`config.mk`:
```
export PLATFORM = sky130hd
export DESIGN_NAME = icss_sequencer
export DESIGN_NICKNAME = d
export VERILOG_FILES = /design/src/common/icss_pkg.sv /design/src/logic/icss_sequencer.sv
export VERILOG_INCLUDE_DIRS = /design/src /design/src/common
export SDC_FILE = /design/constraint.sdc
export NUM_CORES = 1
export LEC_CHECK = 0
export BUFFER_PORTS_ARGS = -buffer_cell sky130_fd_sc_hd__buf_4
export CAP_MARGIN = 20
export CORE_UTILIZATION = 50
export CTS_CLUSTER_DIAMETER = 150
export DETAILED_ROUTE_END_ITERATION = 10
export GPL_TIMING_DRIVEN = 0
export PLACE_DENSITY = 0.74
export REMOVE_ABC_BUFFERS = 1
export SLEW_MARGIN = 15
export SYNTH_ARGS = -nofsm -noshare
export SYNTH_HDL_FRONTEND = slang
export SYNTH_SLANG_ARGS = --single-unit
```
`constraint.sdc`:
```
create_clock -name sys_clk_in -period 10.05 [get_ports sys_clk_in]
set_clock_uncertainty 0.05 [all_clocks]
set_input_delay 2.01 -clock sys_clk_in [delete_from_list [all_inputs] [get_ports sys_clk_in]]
set_output_delay 2.01 -clock sys_clk_in [all_outputs]
set_load 0.1 [all_outputs]
```
`src/common/icss_regs.svh`:
```
// Timing and field constants for the interleaved camera strobe sequencer
`ifndef ICSS_REGS_SVH
`define ICSS_REGS_SVH
`define ICSS_CNT_W 24
`define ICSS_ROUTE_NONE 2'h0
`define ICSS_ROUTE_ONE 2'h1
`define ICSS_ROUTE_TWO 2'h2
`define ICSS_MODE_SINGLE_SHOT 2'h0
`define ICSS_MODE_HIGH_FRAME_RATE 2'h1
`define ICSS_CC_LINES 4
`endif

```
`src/common/icss_pkg.sv`:
```
// Types for the interleaved camera strobe sequencer
`include "icss_regs.svh"
package icss_pkg;
  typedef struct packed {
    logic [`ICSS_CNT_W-1:0] expo_delay;
    logic [`ICSS_CNT_W-1:0] expo_time;
    logic [`ICSS_CNT_W-1:0] strobe_delay;
    logic [`ICSS_CNT_W-1:0] strobe_dur;
    logic [`ICSS_CNT_W-1:0] next_trig;
    logic [1:0] strobe_route;
  } icss_prog_t;
  typedef enum logic [1:0] {
    ICSS_IDLE = 2'b01,
    ICSS_RUN = 2'b10
  } icss_state_t;
endpackage : icss_pkg

```
`src/logic/icss_sequencer.sv`:
```
// Interleaved camera exposure and strobe sequencer
//
// What this block does
// - With interleave on, two independent programs each hold exposure and strobe timing and routing.
// - Each cycle yields one Reset pulse; rising starts exposure, falling ends it.
// - Each cycle yields one Strobe pulse on the output its program selects.
// - Programs alternate on successive cycles; the first cycle always uses program one.
// - Each illumination device is driven only by its own strobe output.
// - Area-scan interleaving works only in single-shot and high-frame-rate modes.
// - Area-scan sequence: first cycle uses program one, second uses program two.
// - With short exposures, second exposure may start during first readout.
// - Second Reset timing lets its exposure end with the first readout.
// - Stretching second exposure to readout time lets strobes follow back to back.
// - Alternation restarts at every start of scan, so program one comes first.
// - Both Reset pulses are ORed and drivable on any of four control lines.
// - Each strobe routes to output one, two or neither; shared outputs are ORed.
// - A trigger before next-trigger-permitted raises a trigger-violation error.
`timescale 1ns/1ps
`include "icss_regs.svh"
module icss_sequencer
  import icss_pkg::*;
#(
  parameter int CNT_W = `ICSS_CNT_W
) (
  input wire logic sys_clk_in,
  input wire logic sys_rst_in,
  input wire logic interleave_en_in,
  input wire logic area_scan_in,
  input wire logic [1:0] acq_mode_in,
  input wire logic cycle_trigger_in,
  input wire logic start_of_scan_in,
  input wire icss_prog_t first_cycle_program_in,
  input wire icss_prog_t second_cycle_program_in,
  input wire logic [`ICSS_CC_LINES-1:0] reset_line_sel_in,
  output logic [`ICSS_CC_LINES-1:0] camera_ctrl_out,
  output logic strobe_out_one,
  output logic strobe_out_two,
  output logic trigger_violation_out,
  output logic mode_refused_out,
  output logic active_program_out,
  output logic busy_out
);

  ////////////////////////////////////////////////////////////////////////////
  // Parameter check
  if (CNT_W != `ICSS_CNT_W) begin : g_bad_width
    $error("icss_sequencer: CNT_W must match the program field width");
  end

  ////////////////////////////////////////////////////////////////////////////
  // Synchronise pin inputs and find their rising edges
  wire trig_rise;
  wire sos_rise;

  icss_pin_edge #(
    .STAGES(2)
  ) u_trig_edge (
    .sys_clk_in(sys_clk_in),
    .sys_rst_in(sys_rst_in),
    .pin_in(cycle_trigger_in),
    .rise_out(trig_rise)
  );

  icss_pin_edge #(
    .STAGES(2)
  ) u_sos_edge (
    .sys_clk_in(sys_clk_in),
    .sys_rst_in(sys_rst_in),
    .pin_in(start_of_scan_in),
    .rise_out(sos_rise)
  );

  ////////////////////////////////////////////////////////////////////////////
  // Mode gating and program selection
  wire mode_ok = ~area_scan_in | (acq_mode_in == `ICSS_MODE_SINGLE_SHOT) |
                 (acq_mode_in == `ICSS_MODE_HIGH_FRAME_RATE);
  wire interleave_on = interleave_en_in & mode_ok;

  icss_state_t state;
  icss_state_t next_state;
  logic use_second;
  logic next_program;
  logic [CNT_W-1:0] elapsed;
  icss_prog_t run_prog;

  // Program for this trigger; a start of scan in the same cycle forces program one
  wire start_prog = sos_rise ? 1'b0 : (interleave_on & next_program);
  // Program after this trigger: the other one in interleave, program one otherwise
  wire next_after_start = interleave_on & ~start_prog;
  wire running = (state == ICSS_RUN);
  wire trig_permitted = (elapsed >= run_prog.next_trig);
  wire early_trig = trig_rise & running & ~trig_permitted;
  wire accept_trig = trig_rise & ~early_trig;
  // Selected program is captured whole at trigger, so edits mid-cycle are safe
  icss_prog_t sel_prog;
  assign sel_prog = start_prog ? second_cycle_program_in : first_cycle_program_in;

  ////////////////////////////////////////////////////////////////////////////
  // Pulse windows on the cycle counter
  wire reset_pulse;
  wire reset_done;
  wire strobe_pulse;
  wire strobe_done;

  icss_pulse_window #(
    .CNT_W(CNT_W)
  ) u_reset_window (
    .running_in(running),
    .elapsed_in(elapsed),
    .start_in(run_prog.expo_delay),
    .length_in(run_prog.expo_time),
    .active_out(reset_pulse),
    .finished_out(reset_done)
  );

  icss_pulse_window #(
    .CNT_W(CNT_W)
  ) u_strobe_window (
    .running_in(running),
    .elapsed_in(elapsed),
    .start_in(run_prog.strobe_delay),
    .length_in(run_prog.strobe_dur),
    .active_out(strobe_pulse),
    .finished_out(strobe_done)
  );

  wire run_done = reset_done & strobe_done & trig_permitted;

  always_comb begin
    next_state = state;
    unique case (state)
      ICSS_IDLE: begin
        if (accept_trig) begin
          next_state = ICSS_RUN;
        end
      end
      ICSS_RUN: begin
        if (run_done & ~trig_rise) begin
          next_state = ICSS_IDLE;
        end
      end
      default: begin
        next_state = ICSS_IDLE;
      end
    endcase
  end

  ////////////////////////////////////////////////////////////////////////////
  // Cycle state
  always_ff @(posedge sys_clk_in) begin
    if (sys_rst_in) begin
      state <= ICSS_IDLE;
    end else begin
      state <= next_state;
    end
  end

  ////////////////////////////////////////////////////////////////////////////
  // Cycle counter, restarted by every accepted trigger and saturating at the top
  wire count_held = ~running | (&elapsed);
  wire [CNT_W-1:0] elapsed_inc = elapsed + 1'b1;
  wire [CNT_W-1:0] next_elapsed;
  assign next_elapsed = accept_trig ? '0 : (count_held ? elapsed : elapsed_inc);

  always_ff @(posedge sys_clk_in) begin
    if (sys_rst_in) begin
      elapsed <= '0;
    end else begin
      elapsed <= next_elapsed;
    end
  end

  ////////////////////////////////////////////////////////////////////////////
  // Running program, captured whole at every accepted trigger
  always_ff @(posedge sys_clk_in) begin
    if (sys_rst_in) begin
      run_prog <= '0;
    end else if (accept_trig) begin
      run_prog <= sel_prog;
    end
  end

  ////////////////////////////////////////////////////////////////////////////
  // Program alternation
  // A start of scan clears the pending choice even when no trigger is taken
  wire next_pending_prog = accept_trig ? next_after_start : (sos_rise ? 1'b0 : next_program);

  always_ff @(posedge sys_clk_in) begin
    if (sys_rst_in) begin
      next_program <= 1'b0;
    end else begin
      next_program <= next_pending_prog;
    end
  end

  always_ff @(posedge sys_clk_in) begin
    if (sys_rst_in) begin
      use_second <= 1'b0;
    end else if (accept_trig) begin
      use_second <= start_prog;
    end
  end

  ////////////////////////////////////////////////////////////////////////////
  // Output routing
  wire route_one = strobe_pulse & (run_prog.strobe_route == `ICSS_ROUTE_ONE);
  wire route_two = strobe_pulse & (run_prog.strobe_route == `ICSS_ROUTE_TWO);
  wire [`ICSS_CC_LINES-1:0] next_camera_ctrl = reset_line_sel_in & {`ICSS_CC_LINES{reset_pulse}};
  wire next_mode_refused = interleave_en_in & ~mode_ok;

  ////////////////////////////////////////////////////////////////////////////
  // Registered outputs
  always_ff @(posedge sys_clk_in) begin
    if (sys_rst_in) begin
      camera_ctrl_out <= '0;
    end else begin
      camera_ctrl_out <= next_camera_ctrl;
    end
  end

  always_ff @(posedge sys_clk_in) begin
    if (sys_rst_in) begin
      strobe_out_one <= 1'b0;
      strobe_out_two <= 1'b0;
    end else begin
      strobe_out_one <= route_one;
      strobe_out_two <= route_two;
    end
  end

  always_ff @(posedge sys_clk_in) begin
    if (sys_rst_in) begin
      trigger_violation_out <= 1'b0;
      mode_refused_out <= 1'b0;
    end else begin
      trigger_violation_out <= early_trig;
      mode_refused_out <= next_mode_refused;
    end
  end

  always_ff @(posedge sys_clk_in) begin
    if (sys_rst_in) begin
      active_program_out <= 1'b0;
      busy_out <= 1'b0;
    end else begin
      active_program_out <= use_second;
      busy_out <= running;
    end
  end

endmodule : icss_sequencer

////////////////////////////////////////////////////////////////////////////////
// Pin synchroniser with rising-edge detect
module icss_pin_edge #(
  parameter int STAGES = 2
) (
  input wire logic sys_clk_in,
  input wire logic sys_rst_in,
  input wire logic pin_in,
  output logic rise_out
);

  if (STAGES < 2) begin : g_bad_stages
    $error("icss_pin_edge: STAGES must be at least two");
  end

  // Top bit is the edge history, fed only by the last synchroniser stage
  logic [STAGES:0] sync_q;

  always_ff @(posedge sys_clk_in) begin
    if (sys_rst_in) begin
      sync_q <= '0;
    end else begin
      sync_q <= {sync_q[STAGES-1:0], pin_in};
    end
  end

  assign rise_out = sync_q[STAGES-1] & ~sync_q[STAGES];

endmodule : icss_pin_edge

////////////////////////////////////////////////////////////////////////////////
// Pulse window on a cycle counter
module icss_pulse_window #(
  parameter int CNT_W = 24
) (
  input wire logic running_in,
  input wire logic [CNT_W-1:0] elapsed_in,
  input wire logic [CNT_W-1:0] start_in,
  input wire logic [CNT_W-1:0] length_in,
  output logic active_out,
  output logic finished_out
);

  if (CNT_W < 1) begin : g_bad_width
    $error("icss_pulse_window: CNT_W must be at least one");
  end

  // One extra bit keeps start plus length from wrapping
  wire [CNT_W:0] edge_on = {1'b0, start_in};
  wire [CNT_W:0] edge_off = edge_on + {1'b0, length_in};
  wire [CNT_W:0] count_w = {1'b0, elapsed_in};
  assign active_out = running_in & (count_w >= edge_on) & (count_w < edge_off);
  assign finished_out = (count_w >= edge_off);
endmodule : icss_pulse_window

```
# Word level (Yosys, flattened, before mapping)
# Index checks and enable logic that the tools add are counted.
# Widths: inputs -> output; s select.
[word_totals] elab_cells=79 out_inout_bits=10 ff_bits=166
[op_classes] magnitude_cmp=7 addsub=3 n_bitwise=31 n_eq_ne=7 n_reduce_logical=5 mux=7
[ops] cell="$mux 122" count=1
[ops] cell="$ge 24x24->1" count=3
[ops] cell="$add 24x24->25" count=2
[ops] cell="$ge 24x25->1" count=2
[ops] cell="$lt 24x25->1" count=2
[ops] cell="$add 24x1->24 const B" count=1
[ops] cell="$reduce_and 24->1" count=1
[ops] cell="$and 1x1->1" count=18
[ops] cell="$not 1->1" count=9
[ops] cell="$eq 2x1->1 const B" count=3
[ops] cell="$and 4x4->4" count=1
[ops] cell="$eq 2x2->1 const B" count=2
[ops] cell="$mux 2" count=2
[ops] cell="$pmux 2 s2" count=1
[ops] cell="$mux 1" count=3
[ops] cell="$or 1x1->1" count=3
[ops] cell="$logic_not 2->1" count=1
[ops] cell="$ne 2x1->1 const B" count=1
[ops] cell="$ne 2x2->1 const B" count=1
[ops] cell="$reduce_and 2->1" count=1
[ops] cell="$reduce_bool 2->1" count=1
[ops] cell="$reduce_or 2->1" count=1

# Longest topological paths before layout
# Gate-level depths: netlist of run 1.
[depth] depth_word=9 ltp_mapped=19 depth_no_buf=19

# Cells and area by module
# A second synthesis of run 1 with hierarchy kept.
[hier_totals] cells_unflattened=1732 hier_area_um2=13726.9
[by_module_without_submodules] mod="icss_sequencer" area_each_um2=8619.5 n_inst=1 cells_each=1077
[by_module_without_submodules] mod="icss_pulse_window at u_strobe_window" area_each_um2=2558.7 n_inst=1 cells_each=334
[by_module_without_submodules] mod="icss_pulse_window at u_reset_window" area_each_um2=2373.5 n_inst=1 cells_each=307
[by_module_without_submodules] mod="icss_pin_edge" area_each_um2=87.6 n_inst=2 cells_each=7

# Worst setup path before layout of run 1
# OpenSTA, ideal clock, no wires.
[synth_path] path_kind="flip-flop to flip-flop" from="register run_prog[26] in the netlist's numbering" to="register state[1]" t_required_ns=9.857 arrival_time_ns=3.702 path_stages_with_launch=20 slack_ns=6.154 synth_period_minus_slack_ns=3.896 path_cell_list="dfxtp_1 -> ha_1 -> fa_1 -> a211o_2 -> a211oi_2 -> o21ai_2 -> o211ai_2 -> a31oi_1 -> o21ai_0 -> nand2b_1 -> xnor2_1 -> ha_1 -> nand4_1 -> nor3_1 -> o211ai_1 -> a31o_2 -> nand4_1 -> a31oi_1 -> nor3_1 -> a41oi_1"
[synth_between] elab_chain_len=7
[synth_lines] element="start: declaration" line_no="icss_sequencer.sv:84" source="icss_prog_t run_prog;"
[synth_lines] element="start signal: assignment" line_no="icss_sequencer.sv:179" source="run_prog <= sel_prog;"
[synth_lines] element="$add 24x24->25" line_no="icss_sequencer.sv:302" source="wire [CNT_W:0] edge_off = edge_on + {1'b0, length_in};"
[synth_lines] element="$ge 24x25->1" line_no="icss_sequencer.sv:305" source="assign finished_out = (count_w >= edge_off);"
[synth_lines] element="$and 1x1->1 (2 in a row)" line_no="icss_sequencer.sv:127" source="wire run_done = reset_done & strobe_done & trig_permitted;"
[synth_lines] element="$and 1x1->1" line_no="icss_sequencer.sv:138" source="if (run_done & ~trig_rise) begin"
[synth_lines] element="$ne 2x1->1 (no line)"
[synth_lines] element="$reduce_and 2->1 (no line)"
[synth_lines] element="end signal: assignment" line_no="icss_sequencer.sv:154" source="state <= next_state;"
[synth_lines] element="end: declaration" line_no="icss_sequencer.sv:79" source="icss_state_t state;"
# No other way between the ends.
# A chain may end at the register's enable or synchronous reset.

# Worst setup path after layout of run 1
[layout_path] from="register run_prog[98] in the netlist's numbering" to="register state[0]"
# The elaborated chain is that of the path after synthesis.

==> flow_summary.toml, run 1 <==
[synth]
synth_top_family_by_area = "compound AO/OA/AOI/OAI gates"
avgSynthCellArea_sq_um = 8.770
synth_async_sr_flop_share_pct = 0
yosysSeqAreaShare_pct = 25.41
post_synth_num_cell_types = 69
postSynth.topFlopCell = "dfxtp_1"
synth_seq_cells = 166
yosys_warnings = 0
synthesis.instances = 1491
synth_adder_area_share_pct = 16.48
synth_area_in_compound_gates_pct = 26.33
synth_xor_area_share_pct = 4.019
synth.cell_area_sq_um = 13080
muxShareOfSynthArea_pct = 10.82
post_synth_and_or_nand_nor_area_fraction_pct = 9.875
synth_edf_count = 0

[routing]
detail_route.drc_violations = 0
num_vias = 11840
number_of_detailed_route_iterations_in_the_first_pass = 4
violation_count_after_the_first_detailed_route_iteration = 559
route.detailed.wl_per_inst_microns = 16.07
route.detailed.vias_per_inst = 5.799
detail-route-antenna-nets = 0
finalWirelength_microns = 32800

[worst_hold_path]
hold_path_class = "flop to flop"
hold_depth = 1
hold_crit_start = "run_prog[0]"
holdPathEnd = "strobe_out_two"

[final_layout]
drive_above_1_share_pct = 27.00
number_of_nets_in_the_layout = 2125
flow.area_growth_from_synthesis_pct = 23.24
most-common-layout-cells = "buf_4, a211oi_1, ha_1"
antenna-diode-count = 0
layout.cells.most_common = "buf_4"
fillCellCount = 2164

[global_routing]
grt_pass1_vias = 11600
grt_pass1_wl_microns = 54010
largest_net_degree_at_the_start_of_global_routing = 102
grtUsageTotal_pct = 24.64
global_route.overflow_total = 0
initial_antenna_violation_count = 0

[outcome]
result_of_the_run = "completed"

[clock_network]
tritoncts.num_buffers = 17
cts_root_buffer = "clkbuf_16"
htree_levels = 4
clock_sink_count = 166
cts_tree = "built"
insertion_delay_to_the_later_sink_of_the_worst_skew_pair_ns = 0.43
cts_hold_repair.buffers = 0
cts-root-to-sink-buffers = 2
post_cts_setup_repair_bufs = 0
clk_pin_slew_ns = 0.06
cts-resized-gates = 0

[place]
portBuffers = 264
routability_driven_placement_congestion_ratio = 0.8805
preCtsSetupSlack_ns = 5.083
place_hpwl_microns = 24930

[setup_path]
r2r_end = "state[0]"
worst-r2r-cell-count = 17
worst-endpoint-arrival_ns = 5.26
worstReg2RegStart = "run_prog[98]"
worst-endpoint-required_ns = 10.32
setup.worst_path.class = "flop to flop"
path_max_fanout = 4
timing.reg2reg.setup_slack_ns = 5.06
timing.critical_path.from_type = "flop"
crit_path_end_kind = "flop"

[floorplan]
fp.coreArea_sq_um = 25400
die_h_microns = 163.7
floorplan.initialDensity_pct = 51.48
horizontal_die_dimension_microns = 163.7
die_area_sq_um = 26800
pin_count = 266
core_rows = 58

[pwr]
seqPwrFrac_pct = 40.0
power_switching_mw = 0.4743
irDropWorstVdd_uv = 112.3
pwr-share-clk_pct = 39.0
comb_power_share_pct = 21.0
power.switching_fraction_pct = 27.12
static-leakage-power_nw = 6.958
cellPowerDensity_nw_per_um2 = 108.5
internal-power_mw = 1.275

[sta]
fin_ws_ns = 5.061
setup-violations-final = 0
post-route-min-period_ns = 4.989
slew_at_the_pin_with_the_worst_max_slew_slack_ns = 0.8198
grt_setup_unrepaired = "no"
worst_slew_margin_rel_pct = 45.23
final-hold-violation-count = 0
max_freq_ghz = 0.2004
timing_max_transition_violations_final = 0
fin_setup_tns_ns = 0
layout_worst_path_cycle_share_pct = 49.64

[flow_run]
maxCapViolations = 0
## routing by layer
layer | up-vias | routed length, microns | track usage [%]
met2 | 269 | 15920 | 42.93
met1 | 5528 | 14960 | 31.10
met4 | 0 | 625 | 7.492
met3 | 52 | 1294 | 3.788
met5 | - | 0 | 0
li1 | 5986 | - | -
## power by group through the flow
stage          Combinational (mW)  Clock [mW]  Sequential (mW)
2_1_floorplan               0.211           0            0.711
6_report                    0.367       0.682            0.699
4_1_cts                     0.368       0.690            0.699
3_3_place_gp                0.346           0            0.713
5_1_grt                     0.406       0.719            0.702
3_5_place_dp                0.364           0            0.714
## worst max-delay path: stages, from the launching register on
cell	delay (ns)
dfxtp_1	0.33
ha_1	0.21
fa_1	0.43
a211oi_1	0.29
o21ai_0	0.17
a21oi_1	0.38
o21bai_1	0.19
a21oi_1	0.33
o21ai_2	0.17
mux2i_1	0.14
a2111oi_0	0.64
ha_1	0.37
nand4_1	0.07
nor2_1	0.08
a21boi_0	0.14
o22ai_1	0.34
o41ai_1	0.24
a41o_2	0.31
## sequential cells by signal, indices dropped and copies added, names as in the netlist, 2 cells and up
signal	cells
run_prog	122
camera_ctrl_out	4
state	2
elapsed	24
u_sos_edge.sync_q	3
u_trig_edge.sync_q	3
## cell type report
| type | instances | area (sq um) | area share (%) |
|---|---|---|---|
| timing repair buffer | 280 | 2371 | 14.71 |
| multi-input combinational | 1093 | 8874 | 55.06 |
| tap | 330 | 412.9 | 2.562 |
| inverter | 140 | 525.5 | 3.261 |
| sequential | 166 | 3323 | 20.62 |
| clock inverter | 11 | 148.9 | 0.9239 |
| clock buffer | 21 | 460.4 | 2.857 |
## cell usage after synthesis (12+ instances only)
cell,instances,area (sq um)
nor2_1,57,214.0
ha_1,169,2115
clkbuf_1,65,244.0
a21oi_1,63,315.3
o21ai_0,35,175.2
nand2_1,55,206.5
xor2_1,31,271.5
nor3_1,38,190.2
a211oi_1,257,1929
nand4_1,25,156.4
o21a_1,13,97.59
nand3_1,18,90.09
xnor2_1,29,254.0
mux2_2,123,1385
dfxtp_1,166,3323
a21o_1,44,330.3
nor2b_1,12,75.07
inv_1,140,525.5
buf_2,18,90.09
## logic make-up after synthesis
group | Yosys count
AOI/OAI and AO/OA | 481
buffers and inverters | 232
xor gates and xnor gates | 60
and+or+nand+nor | 255
adders and majority gates | 171
DFF | 166
muxes | 126
## through the flow
step | instances | cell area, sq um | power (mW) | util (%) | hold WS, ns
6_report | 2041 | 16120 | 1.749 | 63.45 | 0.3748
5_1_grt | 2041 | 16120 | 1.827 | 63.45 | 0.3937
4_1_cts | 2041 | 16120 | 1.757 | 63.45 | 0.3733
3_5_place_dp | 2009 | 15510 | 1.078 | 61.05 | 0.3638
3_3_place_gp | 1993 | 15070 | 1.059 | 59.34 | 0.3562
2_1_floorplan | 1399 | 12680 | 0.9218 | - | 0.3467
## worst max path at each step
stage,from,end,slack [ns]
5_1_grt,run_prog[98],camera_ctrl_out[0],4.75
4_1_cts,run_prog[98],state[0],5.04
6_report,run_prog[98],state[0],5.06
2_1_floorplan,u_sos_edge.sync_q[1],run_prog[0],2.32
3_3_place_gp,state[1],next_program,-0.98
3_5_place_dp,run_prog[98],state[0],5.08
Power figures use the tool's default switching activity.
==> inputs of run 2 (changes only) <==
Clock period 10.05 ns to 4.9 ns, I/O delays scaled along.
==> run 2 against run 1 <==
Against the previous run: flip-flop and latch count is the same; first-iteration DRC count grew 7.3%; utilization grew 0.14 points; clock power grew 110%; wire length grew 0.21%; final cell count is the same; maximum frequency grew 8.1%.
==> flow_summary.toml, run 2 (same netlist as run 1, synthesis figures left out) <==
[final_layout]
layout.cells.most_common = "buf_4"
most-common-layout-cells = "buf_4, a211oi_1, ha_1"
drive_above_1_share_pct = 27.35
largest_register_by_flop_count = "run_prog"
final_core_util_pct = 63.59
fillCellCount = 2160
number_of_nets_in_the_layout = 2125
final_cells = 2041
flow.area_growth_from_synthesis_pct = 23.51
antenna-diode-count = 0
registers_with_the_highest_flip_flop_counts = "run_prog (122), elapsed (24), camera_ctrl_out (4)"
max_reg_flops = 122

[global_routing]
initial_antenna_violation_count = 0
grt_pass1_vias = 11610
largest_net_degree_at_the_start_of_global_routing = 102
grt_pass1_wl_microns = 54010
global_route.overflow_total = 0
grtUsageTotal_pct = 24.64

[flow_run]
maxCapViolations = 0

[setup_path]
timing.critical_path.slowest_stage_cell = "fa_1"
timing.critical_path.from_type = "flop"
worst-endpoint-arrival_ns = 4.89
crit_path_end_kind = "flop"
cp_cell_sequence = "ha_1 -> fa_1 -> a211o_2 -> a211oi_2 -> o21ai_2 -> o21a_1 -> a21o_1 -> a21oi_1 -> xor2_1 -> ha_1 -> a21oi_1 -> o22ai_1 -> o21a_1 -> o21ai_0 -> nand4_1 -> a31oi_1 -> nor3_1 -> a41o_2"
worst-r2r-cell-count = 18
max_stage_delay_ns = 0.43
path_max_fanout = 3
worst-endpoint-required_ns = 5.17
setup.worst_path.class = "flop to flop"

[pwr]
static-leakage-power_nw = 6.973
irDropWorstVdd_uv = 230.6
cellPowerDensity_nw_per_um2 = 222.3

[clock_network]
clock_sink_count = 166
clk_pin_slew_ns = 0.06
cts_tree = "built"
cts_root_buffer = "clkbuf_16"
htree_levels = 4
insertion_delay_to_the_later_sink_of_the_worst_skew_pair_ns = 0.43
cts_hold_repair.buffers = 0
cts-root-to-sink-buffers = 2
tritoncts.num_buffers = 17

[sta]
grt_setup_unrepaired = "no"
setup-violations-final = 0
worst_slew_margin_rel_pct = 45.23
fin_ws_ns = 0.2844
final-hold-violation-count = 0
timing_max_transition_violations_final = 0
layout_worst_path_cycle_share_pct = 94.19
post-route-min-period_ns = 4.616
slew_at_the_pin_with_the_worst_max_slew_slack_ns = 0.8197
max_freq_ghz = 0.2167

[routing]
num_vias = 11870
detail_route.drc_violations = 0
violation_count_after_the_first_detailed_route_iteration = 600
route.detailed.vias_per_inst = 5.817
finalWirelength_microns = 32870
number_of_detailed_route_iterations_in_the_first_pass = 5
route.detailed.wl_per_inst_microns = 16.10
detail-route-antenna-nets = 0

[worst_hold_path]
hold_depth = 1
hold_path_class = "flop to flop"

[place]
portBuffers = 264
place_hpwl_microns = 24930
routability_driven_placement_congestion_ratio = 0.8805
preCtsSetupSlack_ns = -0.06675
post-place-cells = 2009

[floorplan]
fp.coreArea_sq_um = 25400
die_area_sq_um = 26800
die_h_microns = 163.7
core_rows = 58
floorplan.initialDensity_pct = 51.48
pin_count = 266
horizontal_die_dimension_microns = 163.7

[outcome]
result_of_the_run = "completed"
[run 2: timing repair]
item,in CTS,in global routing
pin swaps,0,0
gates cloned,0,0
buffers inserted,0,0
endpoints found under the setup margin,6,6
resized for setup,1,7
[run 2: final timing paths]
kind	from	endpoint	slack, ns
setup / recovery	run_prog[26]	state[0]	0.28
hold / removal	run_prog[0]	strobe_out_two	0.38
setup reg to reg	run_prog[26]	state[0]	0.28
hold reg to reg	run_prog[0]	strobe_out_two	0.38
[run 2: metrics by stage]
step	total power [mW]	TNS, ns	hold WS, ns	area, sq um
final	3.591	0	0.3751	16150
after global routing	3.753	0	0.3937	16150
after CTS	3.604	0	0.3733	16120
after detailed placement	2.211	-0.1284	0.3638	15510
after global placement	2.172	-871.18	0.3562	15070
after floorplan	1.891	-397.66	0.3467	12680
[run 2: routing by layer]
layer | wire length, microns | track usage, % | vias up
met2 | 15950 | 42.93 | 289
li1 | - | - | 5987
met3 | 1502 | 3.788 | 47
met5 | 0 | 0 | -
met4 | 594 | 7.492 | 0
met1 | 14820 | 31.10 | 5550
[run 2: cell type report]
cell class	count	area [sq um]	share of cell area [%]
clock inverter	11	148.9	0.9219
tap	330	412.9	2.557
sequential	166	3323	20.58
timing repair buffer	280	2371	14.68
clock buffer	21	460.4	2.851
multi-input combinational	1093	8909	55.16
inverter	140	525.5	3.254
[run 2: critical path: cells and delay by family, from the launching register on]
| family | cells | cell delay, ns |
|---|---|---|
| AOI/OAI and AO/OA | 12 | 2.70 |
| xor gates and xnor gates | 1 | 0.22 |
| adders and majority gates | 3 | 0.95 |
| DFF | 1 | 0.32 |
| and+or+nand+nor | 2 | 0.27 |
[run 2: report_power, final]
group / total (mW) / switching [mW] / internal (mW)
clock: 1.40 / 0.566 / 0.830
combinational: 0.759 / 0.379 / 0.380
sequential: 1.43 / 0.0294 / 1.41
